[src/verilog/agc_defs.svh]
// register offsets, field positions, reset values and codes of the analog gain control block
`ifndef AGC_DEFS_SVH
`define AGC_DEFS_SVH

// ----------------------------------------------------------------
// register byte addresses
// ----------------------------------------------------------------
`define AGC_OFS_CAPABILITY 8'h00
`define AGC_OFS_ALL_COLOR 8'h04
`define AGC_OFS_GREEN_ON_RED 8'h08
`define AGC_OFS_RED 8'h0C
`define AGC_OFS_BLUE 8'h10
`define AGC_OFS_GREEN_ON_BLUE 8'h14
`define AGC_OFS_STATUS 8'h18
`define AGC_OFS_CONTROL 8'h1C

// ----------------------------------------------------------------
// field layout of a gain word
// ----------------------------------------------------------------
`define AGC_DIG_HI 15
`define AGC_DIG_LO 12
`define AGC_COL_HI 11
`define AGC_COL_LO 10
`define AGC_SS_HI 9
`define AGC_SS_LO 8
`define AGC_RSVD_BIT 7
`define AGC_FINE_HI 6
`define AGC_FINE_LO 0
`define AGC_WRITE_MASK 16'hFF7F

// ----------------------------------------------------------------
// reset values and constants
// ----------------------------------------------------------------
`define AGC_GAIN_RESET 16'h1050
`define AGC_CAPABILITY_VALUE 16'h0001
`define AGC_CONTROL_RESET 1'b0
// factors in 1/32 units; second stage 1.3x held as 42/32
`define AGC_SS_X1 8'h20
`define AGC_SS_X13 8'h2A
`define AGC_SS_X2 8'h40
`define AGC_SS_X4 8'h80
`define AGC_RESP_OKAY 2'b00
`define AGC_RESP_SLVERR 2'b10

`endif

[src/verilog/agc_pkg.sv]
// types shared by the analog gain control block
package agc_pkg;

  // colour channel index into the gain arrays
  typedef enum logic [1:0] {
    AGC_CH_GREEN_ON_RED,
    AGC_CH_RED,
    AGC_CH_BLUE,
    AGC_CH_GREEN_ON_BLUE
  } agc_channel_t;

  typedef logic [3:0][15:0] agc_word_array_t;

  // complete state of the block
  typedef struct packed {
    logic aw_held;
    logic [7:0] awaddr;
    logic w_held;
    logic [31:0] wdata;
    logic [3:0] wstrb;
    logic bvalid;
    logic [1:0] bresp;
    logic rvalid;
    logic [1:0] rresp;
    logic [31:0] rdata;
    agc_word_array_t gain;
    agc_word_array_t applied;
    agc_word_array_t total;
    logic update_pending;
    logic immediate_apply;
    logic [15:0] frames_applied;
    logic sync_1;
    logic sync_2;
    logic sync_3;
  } agc_state_t;

endpackage

[src/verilog/agc_top.sv]
// analog gain control register bank with AXI4-Lite slave and frame-aligned apply
//
// The AXI4-Lite interface to the registers and the register addresses were left to the implementer.
`timescale 1ns/1ns
`include "agc_defs.svh"

module agc_top
  import agc_pkg::*;
(
  input wire logic aclk,
  input wire logic aresetn,
  input wire logic [31:0] s_axi_awaddr,
  input wire logic s_axi_awvalid,
  output logic s_axi_awready,
  input wire logic [31:0] s_axi_wdata,
  input wire logic [3:0] s_axi_wstrb,
  input wire logic s_axi_wvalid,
  output logic s_axi_wready,
  output logic [1:0] s_axi_bresp,
  output logic s_axi_bvalid,
  input wire logic s_axi_bready,
  input wire logic [31:0] s_axi_araddr,
  input wire logic s_axi_arvalid,
  output logic s_axi_arready,
  output logic [31:0] s_axi_rdata,
  output logic [1:0] s_axi_rresp,
  output logic s_axi_rvalid,
  input wire logic s_axi_rready,
  input wire logic frame_start,
  output logic [3:0][15:0] applied_gain_word,
  output logic [3:0][3:0] digital_multiplier,
  output logic [3:0][15:0] analog_gain_x1024,
  output logic update_pending
);

  // ----------------------------------------------------------------
  // decode helpers
  // ----------------------------------------------------------------

  // column factor as a plain integer multiplier
  function automatic logic [2:0] col_factor(input logic [1:0] code);
    logic [2:0] f;
    f = 3'h1;
    unique case (code)
      2'b00: f = 3'h1;
      2'b01: f = 3'h3;
      2'b10: f = 3'h2;
      2'b11: f = 3'h4;
    endcase
    return f;
  endfunction

  // second-stage factor in 1/32 units; 1.3x cannot be exact in 1/32 steps
  function automatic logic [7:0] second_stage_factor(input logic [1:0] code);
    logic [7:0] f;
    f = `AGC_SS_X1;
    unique case (code)
      2'b00: f = `AGC_SS_X1;
      2'b01: f = `AGC_SS_X13;
      2'b10: f = `AGC_SS_X2;
      2'b11: f = `AGC_SS_X4;
    endcase
    return f;
  endfunction

  // total analog gain in 1/1024 units: col * ss/32 * fine/32
  function automatic logic [15:0] total_gain(input logic [15:0] word);
    logic [2:0] c;
    logic [7:0] s;
    logic [6:0] fine;
    logic [17:0] prod;
    c = col_factor(word[`AGC_COL_HI:`AGC_COL_LO]);
    s = second_stage_factor(word[`AGC_SS_HI:`AGC_SS_LO]);
    fine = word[`AGC_FINE_HI:`AGC_FINE_LO];
    prod = 18'(c) * 18'(s) * 18'(fine);
    return prod[15:0];
  endfunction

  // address decode used by both the write and the read path
  function automatic logic is_gain_word(input logic [7:0] a);
    return (a == `AGC_OFS_GREEN_ON_RED) || (a == `AGC_OFS_RED) ||
           (a == `AGC_OFS_BLUE) || (a == `AGC_OFS_GREEN_ON_BLUE);
  endfunction

  function automatic logic [1:0] gain_index(input logic [7:0] a);
    logic [1:0] i;
    i = 2'(AGC_CH_GREEN_ON_RED);
    unique case (a)
      `AGC_OFS_RED: i = 2'(AGC_CH_RED);
      `AGC_OFS_BLUE: i = 2'(AGC_CH_BLUE);
      `AGC_OFS_GREEN_ON_BLUE: i = 2'(AGC_CH_GREEN_ON_BLUE);
      default: i = 2'(AGC_CH_GREEN_ON_RED);
    endcase
    return i;
  endfunction

  // merge a write into a 16-bit word under byte strobes
  function automatic logic [15:0] merge_word(input logic [15:0] old,
                                             input logic [31:0] data,
                                             input logic [3:0] strb);
    logic [15:0] m;
    m = old;
    if (strb[0]) begin
      m[7:0] = data[7:0];
    end
    if (strb[1]) begin
      m[15:8] = data[15:8];
    end
    return m;
  endfunction

  // ----------------------------------------------------------------
  // state
  // ----------------------------------------------------------------
  agc_state_t q;
  agc_state_t d;

  logic do_write;
  logic do_read;
  logic frame_edge;
  logic apply_now;
  logic gain_written;

  assign s_axi_awready = !q.aw_held && !q.bvalid;
  assign s_axi_wready = !q.w_held && !q.bvalid;
  assign s_axi_arready = !q.rvalid;

  always_comb begin
    d = q;
    gain_written = 1'b0;

    // frame pin comes from the sensor timing domain
    d.sync_1 = frame_start;
    d.sync_2 = q.sync_1;
    d.sync_3 = q.sync_2;
    frame_edge = q.sync_2 && !q.sync_3;

    // ----------------------------------------------------------------
    // write channel: address and data taken in either order
    // ----------------------------------------------------------------
    if (s_axi_awvalid && s_axi_awready) begin
      d.aw_held = 1'b1;
      d.awaddr = s_axi_awaddr[7:0];
    end
    if (s_axi_wvalid && s_axi_wready) begin
      d.w_held = 1'b1;
      d.wdata = s_axi_wdata;
      d.wstrb = s_axi_wstrb;
    end

    do_write = q.aw_held && q.w_held && !q.bvalid;
    if (do_write) begin
      d.aw_held = 1'b0;
      d.w_held = 1'b0;
      d.bvalid = 1'b1;
      d.bresp = `AGC_RESP_OKAY;
      if (q.awaddr == `AGC_OFS_ALL_COLOR) begin
        for (int i = 0; i < 4; i++) begin
          // reserved bit held at zero whatever is written
          d.gain[i] = merge_word(q.gain[i], q.wdata, q.wstrb) & `AGC_WRITE_MASK;
        end
        gain_written = 1'b1;
      end else if (is_gain_word(q.awaddr)) begin
        d.gain[gain_index(q.awaddr)] =
          merge_word(q.gain[gain_index(q.awaddr)], q.wdata, q.wstrb) & `AGC_WRITE_MASK;
        gain_written = 1'b1;
      end else if (q.awaddr == `AGC_OFS_CONTROL) begin
        if (q.wstrb[0]) begin
          d.immediate_apply = q.wdata[0];
        end
      end else if (q.awaddr == `AGC_OFS_CAPABILITY || q.awaddr == `AGC_OFS_STATUS) begin
        // read-only words: write ignored, answered normally
        d.bresp = `AGC_RESP_OKAY;
      end else begin
        d.bresp = `AGC_RESP_SLVERR;
      end
    end
    if (q.bvalid && s_axi_bready) begin
      d.bvalid = 1'b0;
    end

    // ----------------------------------------------------------------
    // read channel: answer one cycle after the address is taken
    // ----------------------------------------------------------------
    do_read = s_axi_arvalid && s_axi_arready;
    if (do_read) begin
      d.rvalid = 1'b1;
      d.rresp = `AGC_RESP_OKAY;
      d.rdata = 32'h0000_0000;
      if (s_axi_araddr[7:0] == `AGC_OFS_CAPABILITY) begin
        d.rdata[15:0] = `AGC_CAPABILITY_VALUE;
      end else if (s_axi_araddr[7:0] == `AGC_OFS_ALL_COLOR) begin
        // no storage of its own: mirrors the green-on-red word
        d.rdata[15:0] = q.gain[AGC_CH_GREEN_ON_RED];
      end else if (is_gain_word(s_axi_araddr[7:0])) begin
        d.rdata[15:0] = q.gain[gain_index(s_axi_araddr[7:0])];
      end else if (s_axi_araddr[7:0] == `AGC_OFS_STATUS) begin
        d.rdata[0] = q.update_pending;
        d.rdata[31:16] = q.frames_applied;
      end else if (s_axi_araddr[7:0] == `AGC_OFS_CONTROL) begin
        d.rdata[0] = q.immediate_apply;
      end else begin
        d.rresp = `AGC_RESP_SLVERR;
      end
    end
    if (q.rvalid && s_axi_rready) begin
      d.rvalid = 1'b0;
    end

    // ----------------------------------------------------------------
    // frame-aligned apply
    // ----------------------------------------------------------------
    // pending gain words are applied on a frame edge, or in any cycle while immediate_apply is set
    apply_now = q.update_pending && (frame_edge || q.immediate_apply);
    if (apply_now) begin
      d.applied = q.gain;
      d.frames_applied = q.frames_applied + 16'h0001;
      for (int i = 0; i < 4; i++) begin
        d.total[i] = total_gain(q.gain[i]);
      end
    end
    // a write in the apply cycle keeps the flag set for the next frame
    d.update_pending = (q.update_pending && !apply_now) || gain_written;
  end

  always_ff @(posedge aclk) begin
    if (!aresetn) begin
      q <= '0;
      for (int i = 0; i < 4; i++) begin
        q.gain[i] <= `AGC_GAIN_RESET;
        q.applied[i] <= `AGC_GAIN_RESET;
        q.total[i] <= total_gain(`AGC_GAIN_RESET);
      end
      q.immediate_apply <= `AGC_CONTROL_RESET;
    end else begin
      q <= d;
    end
  end

  // ----------------------------------------------------------------
  // outputs
  // ----------------------------------------------------------------
  assign s_axi_bvalid = q.bvalid;
  assign s_axi_bresp = q.bresp;
  assign s_axi_rvalid = q.rvalid;
  assign s_axi_rdata = q.rdata;
  assign s_axi_rresp = q.rresp;
  assign applied_gain_word = q.applied;
  assign analog_gain_x1024 = q.total;
  assign update_pending = q.update_pending;

  genvar g;
  generate
    for (g = 0; g < 4; g++) begin : g_dig
      assign digital_multiplier[g] = q.applied[g][`AGC_DIG_HI:`AGC_DIG_LO];
    end
  endgenerate

endmodule // agc_top

[config.mk]
export PLATFORM = sky130hd
export DESIGN_NAME = agc_top
export DESIGN_NICKNAME = d
export VERILOG_FILES = /design/src/verilog/agc_pkg.sv /design/src/verilog/agc_top.sv
export VERILOG_INCLUDE_DIRS = /design/src /design/src/verilog
export SDC_FILE = /design/constraint.sdc
export NUM_CORES = 1
export LEC_CHECK = 0
export BUFFER_PORTS_ARGS = -buffer_cell sky130_fd_sc_hd__buf_2
export CAP_MARGIN = 20
export CORE_MARGIN = 2
export CORE_UTILIZATION = 54
export CTS_BUF_LIST = sky130_fd_sc_hd__clkbuf_16
export DETAILED_ROUTE_END_ITERATION = 16
export PLACE_DENSITY = 0.82
export SETUP_SLACK_MARGIN = 0.02
export SLEW_MARGIN = 20
export SYNTH_ARGS = -nofsm -noshare
export SYNTH_HDL_FRONTEND = slang
export SYNTH_SLANG_ARGS = --single-unit
[constraint.sdc]
create_clock -name aclk -period 6.1 [get_ports aclk]
set_clock_uncertainty 0.15 [all_clocks]
set_input_delay 0.305 -clock aclk [delete_from_list [all_inputs] [get_ports aclk]]
set_output_delay 0.305 -clock aclk [all_outputs]
set_load 0.01 [all_outputs]
After elaboration in Yosys (flattened, before gate mapping)
Cells that the tools add are included.

$add $sub $neg: 1. Multipliers: 8. Div/mod/pow operators: 0. Magnitude comparators: 3. Eq/ne operators: 40. Shifts and indexed selects: 0. Muxes and demuxes: 66. Bitwise operators: 3. Reduce and logical (&&, ||, !) cells: 46.

Operators with widths (count): $mux 64 (2); $pmux 8 s4 (4); $mux 16 (6); $mux 8 (9); $bmux 16 s2 (2); $bwmux 64 (1); $eq 8x5->1 const B (8); $mul 11x7->16 (4); $mux 7 (8); $mux 18 (3); $pmux 3 s4 (4); $mul 3x8->11 (4); $demux 16 s2 (1); $eq 2x2->1 const B (16); $eq 8x4->1 const B (4); $mux 2 (13); $add 16x1->16 const B (1); $eq 2x1->1 const B (8); $eq 8x3->1 const B (2); $logic_not 2->1 (8); $logic_not 8->1 (2); $mux 15 (1); $logic_and 1x1->1 (13); $mux 3 (4); other kinds (13) (39).

Register bits after elaboration: 279. Latch bits: 0. Memory bits (writable): 0. ROM bits: 0. Bits of input ports: 108. Memories: 0.

Depth between registers and ports, before layout
Gate-level depths: netlist of the first run.

Depth in word-level cells: 16. Gate-level depth with buffers: 25. Depth with buffers taken out: 25.

Least setup slack after synthesis of the first run
OpenSTA, ideal clock, no wires.

Kind: flip-flop to flip-flop. Start: register q[176] (netlist name). End: register q, in the netlist analog_gain_x1024[31]. Setup time: 0.079 ns. Arrival: 6.221 ns. Data required time: 5.871 ns. Slack: -0.350 ns. Stages on the path, launching flop included: 25. Path buffers: 0. Path through: dfxtp_1 -> inv_1 -> ha_1 -> nor2_1 -> or3_1 -> fa_1 -> inv_1 -> ha_1 -> nor3_1 -> a211oi_1 -> xor2_1 -> and2_1 -> fa_1 -> fa_1 -> fa_1 -> inv_1 -> fa_1 -> inv_1 -> ha_1 -> a41oi_1 -> o21ai_0 -> a21oi_1 -> o21ai_0 -> or4b_2 -> o211ai_1.

Longest elaborated chain between the ends: 5. Elaborated cells between the ends (all ways): 8. Classes of those cells: mul: 2; eq/ne: 3; mux: 2; reduce/logical: 1.

RTL lines: start: declaration (line agc_top.sv:115) `agc_state_t q;`; $eq 2x2->1 (tied with other cells) (line agc_top.sv:44) `unique case (code)`; $pmux 3 s4 (*) (line agc_top.sv:44); $mux 3 (*) (line agc_top.sv:215) `if (apply_now) begin`; $mul 3x8->11 (*) (line agc_top.sv:75) `prod = 18'(c) * 18'(s) * 18'(fine);`; $mul 11x7->16 (*) (line agc_top.sv:75).

Mark *: on every way between the ends. The rest lies on a longest branch, timed or not. The select of a mux whose other input is x is not followed. A chain may end at the register's enable or synchronous reset.

Worst setup path after layout of the first run
Start: register q[175] (netlist name). End: register q, in the netlist analog_gain_x1024[31].

Same word-level chain as after synthesis.

==> results.json, run 1 <==
{
  "outcome": "completed",
  "die_area_um2": 43100,
  "grt_pass1_vias": 19500,
  "nNetsFinal": 3205,
  "worstSetupEndpointType": "flip-flop",
  "synth_seq_cells": 263,
  "synth_edf_count": 0,
  "grt_usage": 0.282,
  "place.gp.congestion": 0.930,
  "start_util": 0.548,
  "synth_fa_ha_area_frac": 0.232,
  "grt_antenna_before_repair": 1,
  "dpl.hpwl_mm": 44.9,
  "layout_common_cells": "nand2_1 (379), dfxtp_1 (255), buf_2 (215), inv_1 (200), and2_1 (174)",
  "synth_top_family_by_area": "adder cells",
  "synth_compound_area_frac": 0.158,
  "clock_latency_ns": 0.60,
  "layout-drive-gt1-share": 0.194,
  "leakage_nw": 11.4,
  "area.growth.synth_to_final_pct": 11.7,
  "cts.clk_slew.worst_paths_ns": 0.07,
  "fp.dieW_um": 208,
  "max-vdd-ir-drop_mv": 0.212,
  "synthArstFlopShare": 0,
  "grt_pass1_wl_mm": 99.7,
  "worstPathMaxFanout": 4,
  "clk_path_buf_depth": 3,
  "nFillCells": 3426,
  "synth_mux_area_frac": 0.0156,
  "min_path_type": "in -> reg",
  "ys_warn_count": 0,
  "root_buffer": "clkbuf_16",
  "cts_made_buffers": 29,
  "cts_tree": "done",
  "clock-sinks": 263,
  "fin_cells": 3332,
  "path_class": "reg -> reg",
  "syn_avg_cell_area_um2": 8.25,
  "min_period_ns": 6.06,
  "drc": 0,
  "ys.flop_type": "dfxtp_1",
  "ant_nets": 0,
  "tightest_slew_ns": 1.05,
  "drv_cap": 0,
  "grt_max_degree": 147,
  "cts_max_level": 1,
  "netlist_instances": 2714,
  "fin_crit_sh": 0.993,
  "io_pins": 294,
  "cp.arrival_ns": 6.43,
  "setup_viol": 0,
  "cell_internal_pwr_mw": 2.88,
  "clock_power_share": 0.473,
  "num_rows": 74,
  "drt-total-wl_mm": 63.1,
  "seqPwrFrac": 0.454,
  "drt_iter0_markers": 1550,
  "cellPowerDensity_nw_per_um2": 156,
  "yosysSeqAreaShare": 0.235,
  "start_kind": "flip-flop",
  "rsz0062_at_grt": "true",
  "fp.dieH_um": 208,
  "maxSlewViolCount": 0,
  "synth-xor-area-share": 0.0254,
  "crit_required_ns": 6.47,
  "drtPass1Iterations": 6,
  "switchingPower_mw": 1.02,
  "synth_area_um2": 22400,
  "finalHoldViolations": 0,
  "sw_frac_of_total": 0.262,
  "synth-simple-area-share": 0.212,
  "routed_via_density": 5.86,
  "core-area_um2": 40800,
  "final_common_cell": "nand2_1",
  "vias": 19500,
  "wl_per_cell_um": 18.9,
  "relSlewSlack": 0.296,
  "holdWs_ns": 0.0472,
  "synth_cell_type_count": 76,
  "fmax_mhz": 165,
  "dp_cells": 3225,
  "p_comb_frac": 0.073,
  "grt.overflow.total": 0,
  "port_buffers": 215
}
flip-flops by register name, summed over array words and instances (netlist names):
name and count:
analog_gain_x1024 60, applied_gain_word 60, d 2, q 105, s_axi_bresp 1, s_axi_bvalid 1, s_axi_rdata 31, s_axi_rresp 1
s_axi_rvalid 1, update_pending 1
power by group through the flow:
stage                     clock network (mW)  logic, mW  registers [mW]
after floorplan                            0      0.207            1.79
after global placement                     0      0.248            1.81
after detailed placement                   0      0.255            1.81
after CTS                               1.88      0.272            1.77
after global routing                    1.93      0.314            1.78
final                                   1.85      0.286            1.77
cells in the mapped netlist, types with 10 or more instances:
| cell | number | share of area |
|---|---|---|
| a211oi_1 | 45 | 0.015 |
| o221a_2 | 15 | 0.0075 |
| mux2_2 | 10 | 0.0050 |
| nor2_1 | 146 | 0.024 |
| clkbuf_1 | 120 | 0.020 |
| buf_1 | 13 | 0.0022 |
| o211ai_1 | 20 | 0.0067 |
| inv_1 | 212 | 0.036 |
| and3_1 | 20 | 0.0056 |
| nor2b_1 | 39 | 0.011 |
| nand2b_1 | 18 | 0.0050 |
| and2_1 | 177 | 0.049 |
| buf_4 | 180 | 0.060 |
| o211a_1 | 19 | 0.0085 |
| or3_1 | 11 | 0.0031 |
| nand2_1 | 380 | 0.064 |
| xnor2_1 | 42 | 0.016 |
| o21ai_0 | 76 | 0.017 |
| nand3_1 | 55 | 0.012 |
| xor2_1 | 23 | 0.0090 |
| mux2i_1 | 20 | 0.0089 |
| a22oi_1 | 20 | 0.0067 |
| a211o_1 | 15 | 0.0059 |
| nor3_1 | 38 | 0.0085 |
| nand4_1 | 11 | 0.0031 |
| o21a_1 | 21 | 0.0070 |
| ha_1 | 165 | 0.092 |
| dfxtp_1 | 263 | 0.24 |
| a21oi_1 | 183 | 0.041 |
| nor4_1 | 18 | 0.0050 |
| o221ai_1 | 13 | 0.0051 |
| a221oi_1 | 18 | 0.0070 |
| o31ai_1 | 11 | 0.0037 |
| fa_1 | 156 | 0.14 |
layer usage:
metal | part of all wire | vias up | track usage
met5 | 0 | - | 0
met4 | 0.042 | 0 | 0.116
met3 | 0.076 | 200 | 0.0421
met2 | 0.47 | 821 | 0.478
met1 | 0.41 | 9414 | 0.360
li1 | - | 9089 | -
timing repair:
item                                    4_1_cts  5_1_grt
pin swaps                                    14       61
gates cloned                                  0        0
hold buffers                                 30        0
endpoints found under the setup margin        7       21
endpoints found under the hold margin        28        0
buffers inserted                              6       16
gates resized for setup                      29       99
worst paths after layout:
path                                    start               endpoint  slack [ns]  depth (start not counted)
worst max-delay path                   q[175]  analog_gain_x1024[31]        0.04                         23
worst min register to register           d[1]                   d[0]        0.30                          1
worst max register to register         q[175]  analog_gain_x1024[31]        0.04                         23
worst min-delay path            s_axi_awvalid                 q[295]        0.05                          4
critical path, stage by stage, from the launching register on:
cell and delay, ns:
dfxtp_4 0.36, buf_4 0.14, ha_1 0.24, and3_1 0.23, ha_1 0.20, ha_1 0.22, ha_1 0.26, a21o_1 0.19
a211oi_2 0.28, nor2_2 0.11, and2_1 0.18, fa_1 0.52, fa_1 0.52, fa_1 0.51, inv_1 0.05, fa_1 0.51
inv_2 0.05, ha_4 0.24, a41oi_2 0.11, o21ai_1 0.09, a21oi_2 0.17, o21ai_2 0.09, or4b_4 0.47, o211ai_1 0.09
area by class of cell:
type / count / area [um2] / area share
Antenna cell: 1 / 2.50 / 0.000100
Inverter: 212 / 811 / 0.0324
Tap cell: 532 / 666 / 0.0266
Sequential cell: 263 / 5290 / 0.211
Clock inverter: 25 / 269 / 0.0108
Timing Repair Buffer: 348 / 2170 / 0.0867
Clock buffer: 29 / 726 / 0.0290
Multi-Input combinational cell: 1922 / 15100 / 0.603
metrics by stage:
| step | setup TNS [ns] | power [mW] | area, um2 | utilization | setup WS [ns] |
|---|---|---|---|---|---|
| final | 0 | 3.91 | 25000 | 0.613 | 0.0422 |
| after global routing | -0.607 | 4.02 | 25000 | 0.613 | -0.215 |
| after CTS | 0 | 3.92 | 24400 | 0.599 | 0.0150 |
| after detailed placement | -0.544 | 2.07 | 23000 | 0.563 | -0.168 |
| after global placement | 0 | 2.06 | 23000 | 0.563 | 0.0127 |
| after floorplan | 0 | 1.99 | 22500 | - | 0.0237 |
logic make-up (layout without fill, tap and decap cells):
kind of cell | after synthesis | after routing
simple gates | 966 | 966
buf+inv | 539 | 614
compound gates | 527 | 527
fa+ha+maj | 321 | 321
flops | 263 | 263
xor+xnor | 65 | 65
mux | 32 | 32
other cells | 1 | 12
(Power assumes the default switching activity.)
==> inputs of run 2 (changes only) <==
Settings changed: CAP_MARGIN 20 to 10, CELL_PAD_IN_SITES_DETAIL_PLACEMENT from default to 1, CELL_PAD_IN_SITES_GLOBAL_PLACEMENT from default to 1, CORE_UTILIZATION 54 to 40.
==> run 2 against run 1 <==
Against the previous run:
- the flow now finishes with violations (setup timing)
- first-iteration DRC count fell by 2.3%
- die area rose by 34%
- fmax fell by 2.0%
- core utilization fell by 15 points
- global-route usage fell by 2.2 points
- worst hold slack got worse by 0.017 ns
- worst setup slack got worse by 0.12 ns
- non-clock buffer count rose by 11
- sequential share of layout area fell by 0.59 points
- critical path depth rose by 1
- flip-flop and latch count did not move
- register-to-register slack got worse by 0.12 ns
- critical path type unchanged
- critical endpoint is now analog_gain_x1024[63]
==> results.json, run 2 (synthesis gave the netlist of run 1 again) <==
{
  "outcome": "finished, violations left",
  "violations": "setup timing",
  "final_common_cell": "nand2_1",
  "nNetsFinal": 3218,
  "drtPass1Iterations": 5,
  "cts_max_level": 1,
  "crit_slowest_cell": "fa_1",
  "fp.dieH_um": 241,
  "drt-total-wl_mm": 80.8,
  "nFillCells": 6460,
  "register_area_um2": 5280,
  "fin_crit_sh": 1.01,
  "drt_iter0_markers": 1514,
  "clock_latency_ns": 0.62,
  "core-area_um2": 55200,
  "num_rows": 86,
  "worstPathMaxFanout": 4,
  "grt_pass1_wl_mm": 119,
  "crit_required_ns": 6.46,
  "maxSlewViolCount": 0,
  "grt_max_degree": 147,
  "grt.overflow.total": 0,
  "multi_input_area_um2": 15400,
  "top_register": "q",
  "critPathTopFamily": "adder cells",
  "port_buffers": 215,
  "start_kind": "flip-flop",
  "place.gp.congestion": 0.887,
  "fmax_mhz": 162,
  "path_class": "reg -> reg",
  "grt_pass1_vias": 21300,
  "layout_common_cells": "nand2_1 (379), dfxtp_1 (255), buf_2 (214), inv_1 (200), and2_1 (172)",
  "cts_made_buffers": 31,
  "grt_antenna_before_repair": 1,
  "max-vdd-ir-drop_mv": 0.152,
  "leakage_nw": 11.4,
  "cts_tree": "done",
  "rsz0062_at_grt": "true",
  "root_buffer": "clkbuf_16",
  "power.total_mw": 3.94,
  "finalWorstSetupSlack_ns": -0.0813,
  "crit_path_cell_trace": "inv_1 -> ha_4 -> nand3b_1 -> fa_1 -> inv_2 -> ha_4 -> buf_12 -> a211oi_4 -> nor2_2 -> nor2_2 -> and2_1 -> fa_1 -> fa_1 -> fa_1 -> inv_2 -> fa_1 -> inv_2 -> ha_4 -> a41oi_2 -> o21ai_2 -> a21oi_2 -> o21ai_2 -> or4b_4 -> o211ai_1",
  "worstSetupEndpointType": "flip-flop",
  "wl_per_cell_um": 22.7,
  "layout-drive-gt1-share": 0.208,
  "die_area_um2": 57900,
  "drv_cap": 0,
  "dp_slack_ns": -0.270,
  "vias": 20300,
  "cts.clk_slew.worst_paths_ns": 0.06,
  "clock-sinks": 263,
  "antenna_cells": 0,
  "fp.dieW_um": 241,
  "setup-tns-final_ns": -0.0823,
  "largest_reg_flops": 105,
  "grt_usage": 0.259,
  "setup_viol": 2,
  "ant_nets": 0,
  "finalHoldViolations": 0,
  "holdWs_ns": 0.0305,
  "crit_buf_inv": 5,
  "area.growth.synth_to_final_pct": 14.9,
  "cellPowerDensity_nw_per_um2": 153,
  "path_common_cell": "fa_1",
  "start_util": 0.406,
  "dpl.hpwl_mm": 56.5,
  "relSlewSlack": 0.245,
  "io_pins": 294,
  "routed_via_density": 5.70,
  "tightest_slew_ns": 1.13,
  "cp.arrival_ns": 6.54,
  "drc": 0,
  "clk_path_buf_depth": 3,
  "min_period_ns": 6.18,
  "min_path_type": "in -> reg",
  "crit_path_max_incr_delay_ns": 0.58
}
==> run 2: changes by cell type in the layout (fill, tap and decap cells not counted), moves of 4 or more <==
cell      previous run  this run
buf_4              100       110
ha_4                21        34
nor2_2               6        11
ha_1               136       124
clkinv_4             6         0
o21ai_0             60        55
clkinv_1             1         5
nor3_2               5         9
nor3_1              35        30
==> run 2: power breakdown <==
| part | internal [mW] | switching (mW) |
|---|---|---|
| Combinational | 0.104 | 0.202 |
| Sequential | 1.74 | 0.0403 |
| Clock | 1.05 | 0.809 |
==> run 2: cell type report <==
cell class	count	area share
clock buffers	31	0.0302
flip-flops and latches	263	0.205
inverters	212	0.0315
multi-input cells	1922	0.600
repair buffers	359	0.0884
well taps	748	0.0364
clock inverters	24	0.00788
==> run 2: path summary, 6_finish.rpt <==
check | from | to | slack [ns] | depth (start not counted)
max reg2reg | q[207] | analog_gain_x1024[63] | -0.08 | 24
min reg2reg | d[1] | d[0] | 0.29 | 1
min | s_axi_awvalid | q[294] | 0.03 | 4
max | q[207] | analog_gain_x1024[63] | -0.08 | 24
==> run 2: worst reg2reg max path: cells and delay by family, from the launching register on <==
kind | cells | cell delay (ns)
buf+inv | 5 | 0.37
fa+ha+maj | 8 | 3.35
flops | 1 | 0.34
compound gates | 6 | 0.83
simple gates | 5 | 1.06
==> run 2: per-layer routing <==
layer	global-route usage	share of wire	up-vias	routed length [um]
met2	0.460	0.50	744	40200
met5	0	0.00095	-	77
met1	0.325	0.40	10200	32500
met4	0.0909	0.043	2	3450
met3	0.0287	0.056	233	4530
li1	-	-	9087	-
==> run 2: what timing repair did <==
action	CTS	global route
setup endpoints to repair	15	27
pin swaps	33	84
setup buffers	7	18
hold buffers	29	0
endpoints found under the hold margin	35	0
resized for setup	52	132
==> run 2: stage by stage <==
step / utilization / cells / instance area, um2
after floorplan: - / 2724 / 22500
after global placement: 0.423 / 3450 / 23300
after detailed placement: 0.423 / 3450 / 23300
after CTS: 0.451 / 3541 / 24900
after global routing: 0.466 / 3559 / 25700
final: 0.466 / 3559 / 25700
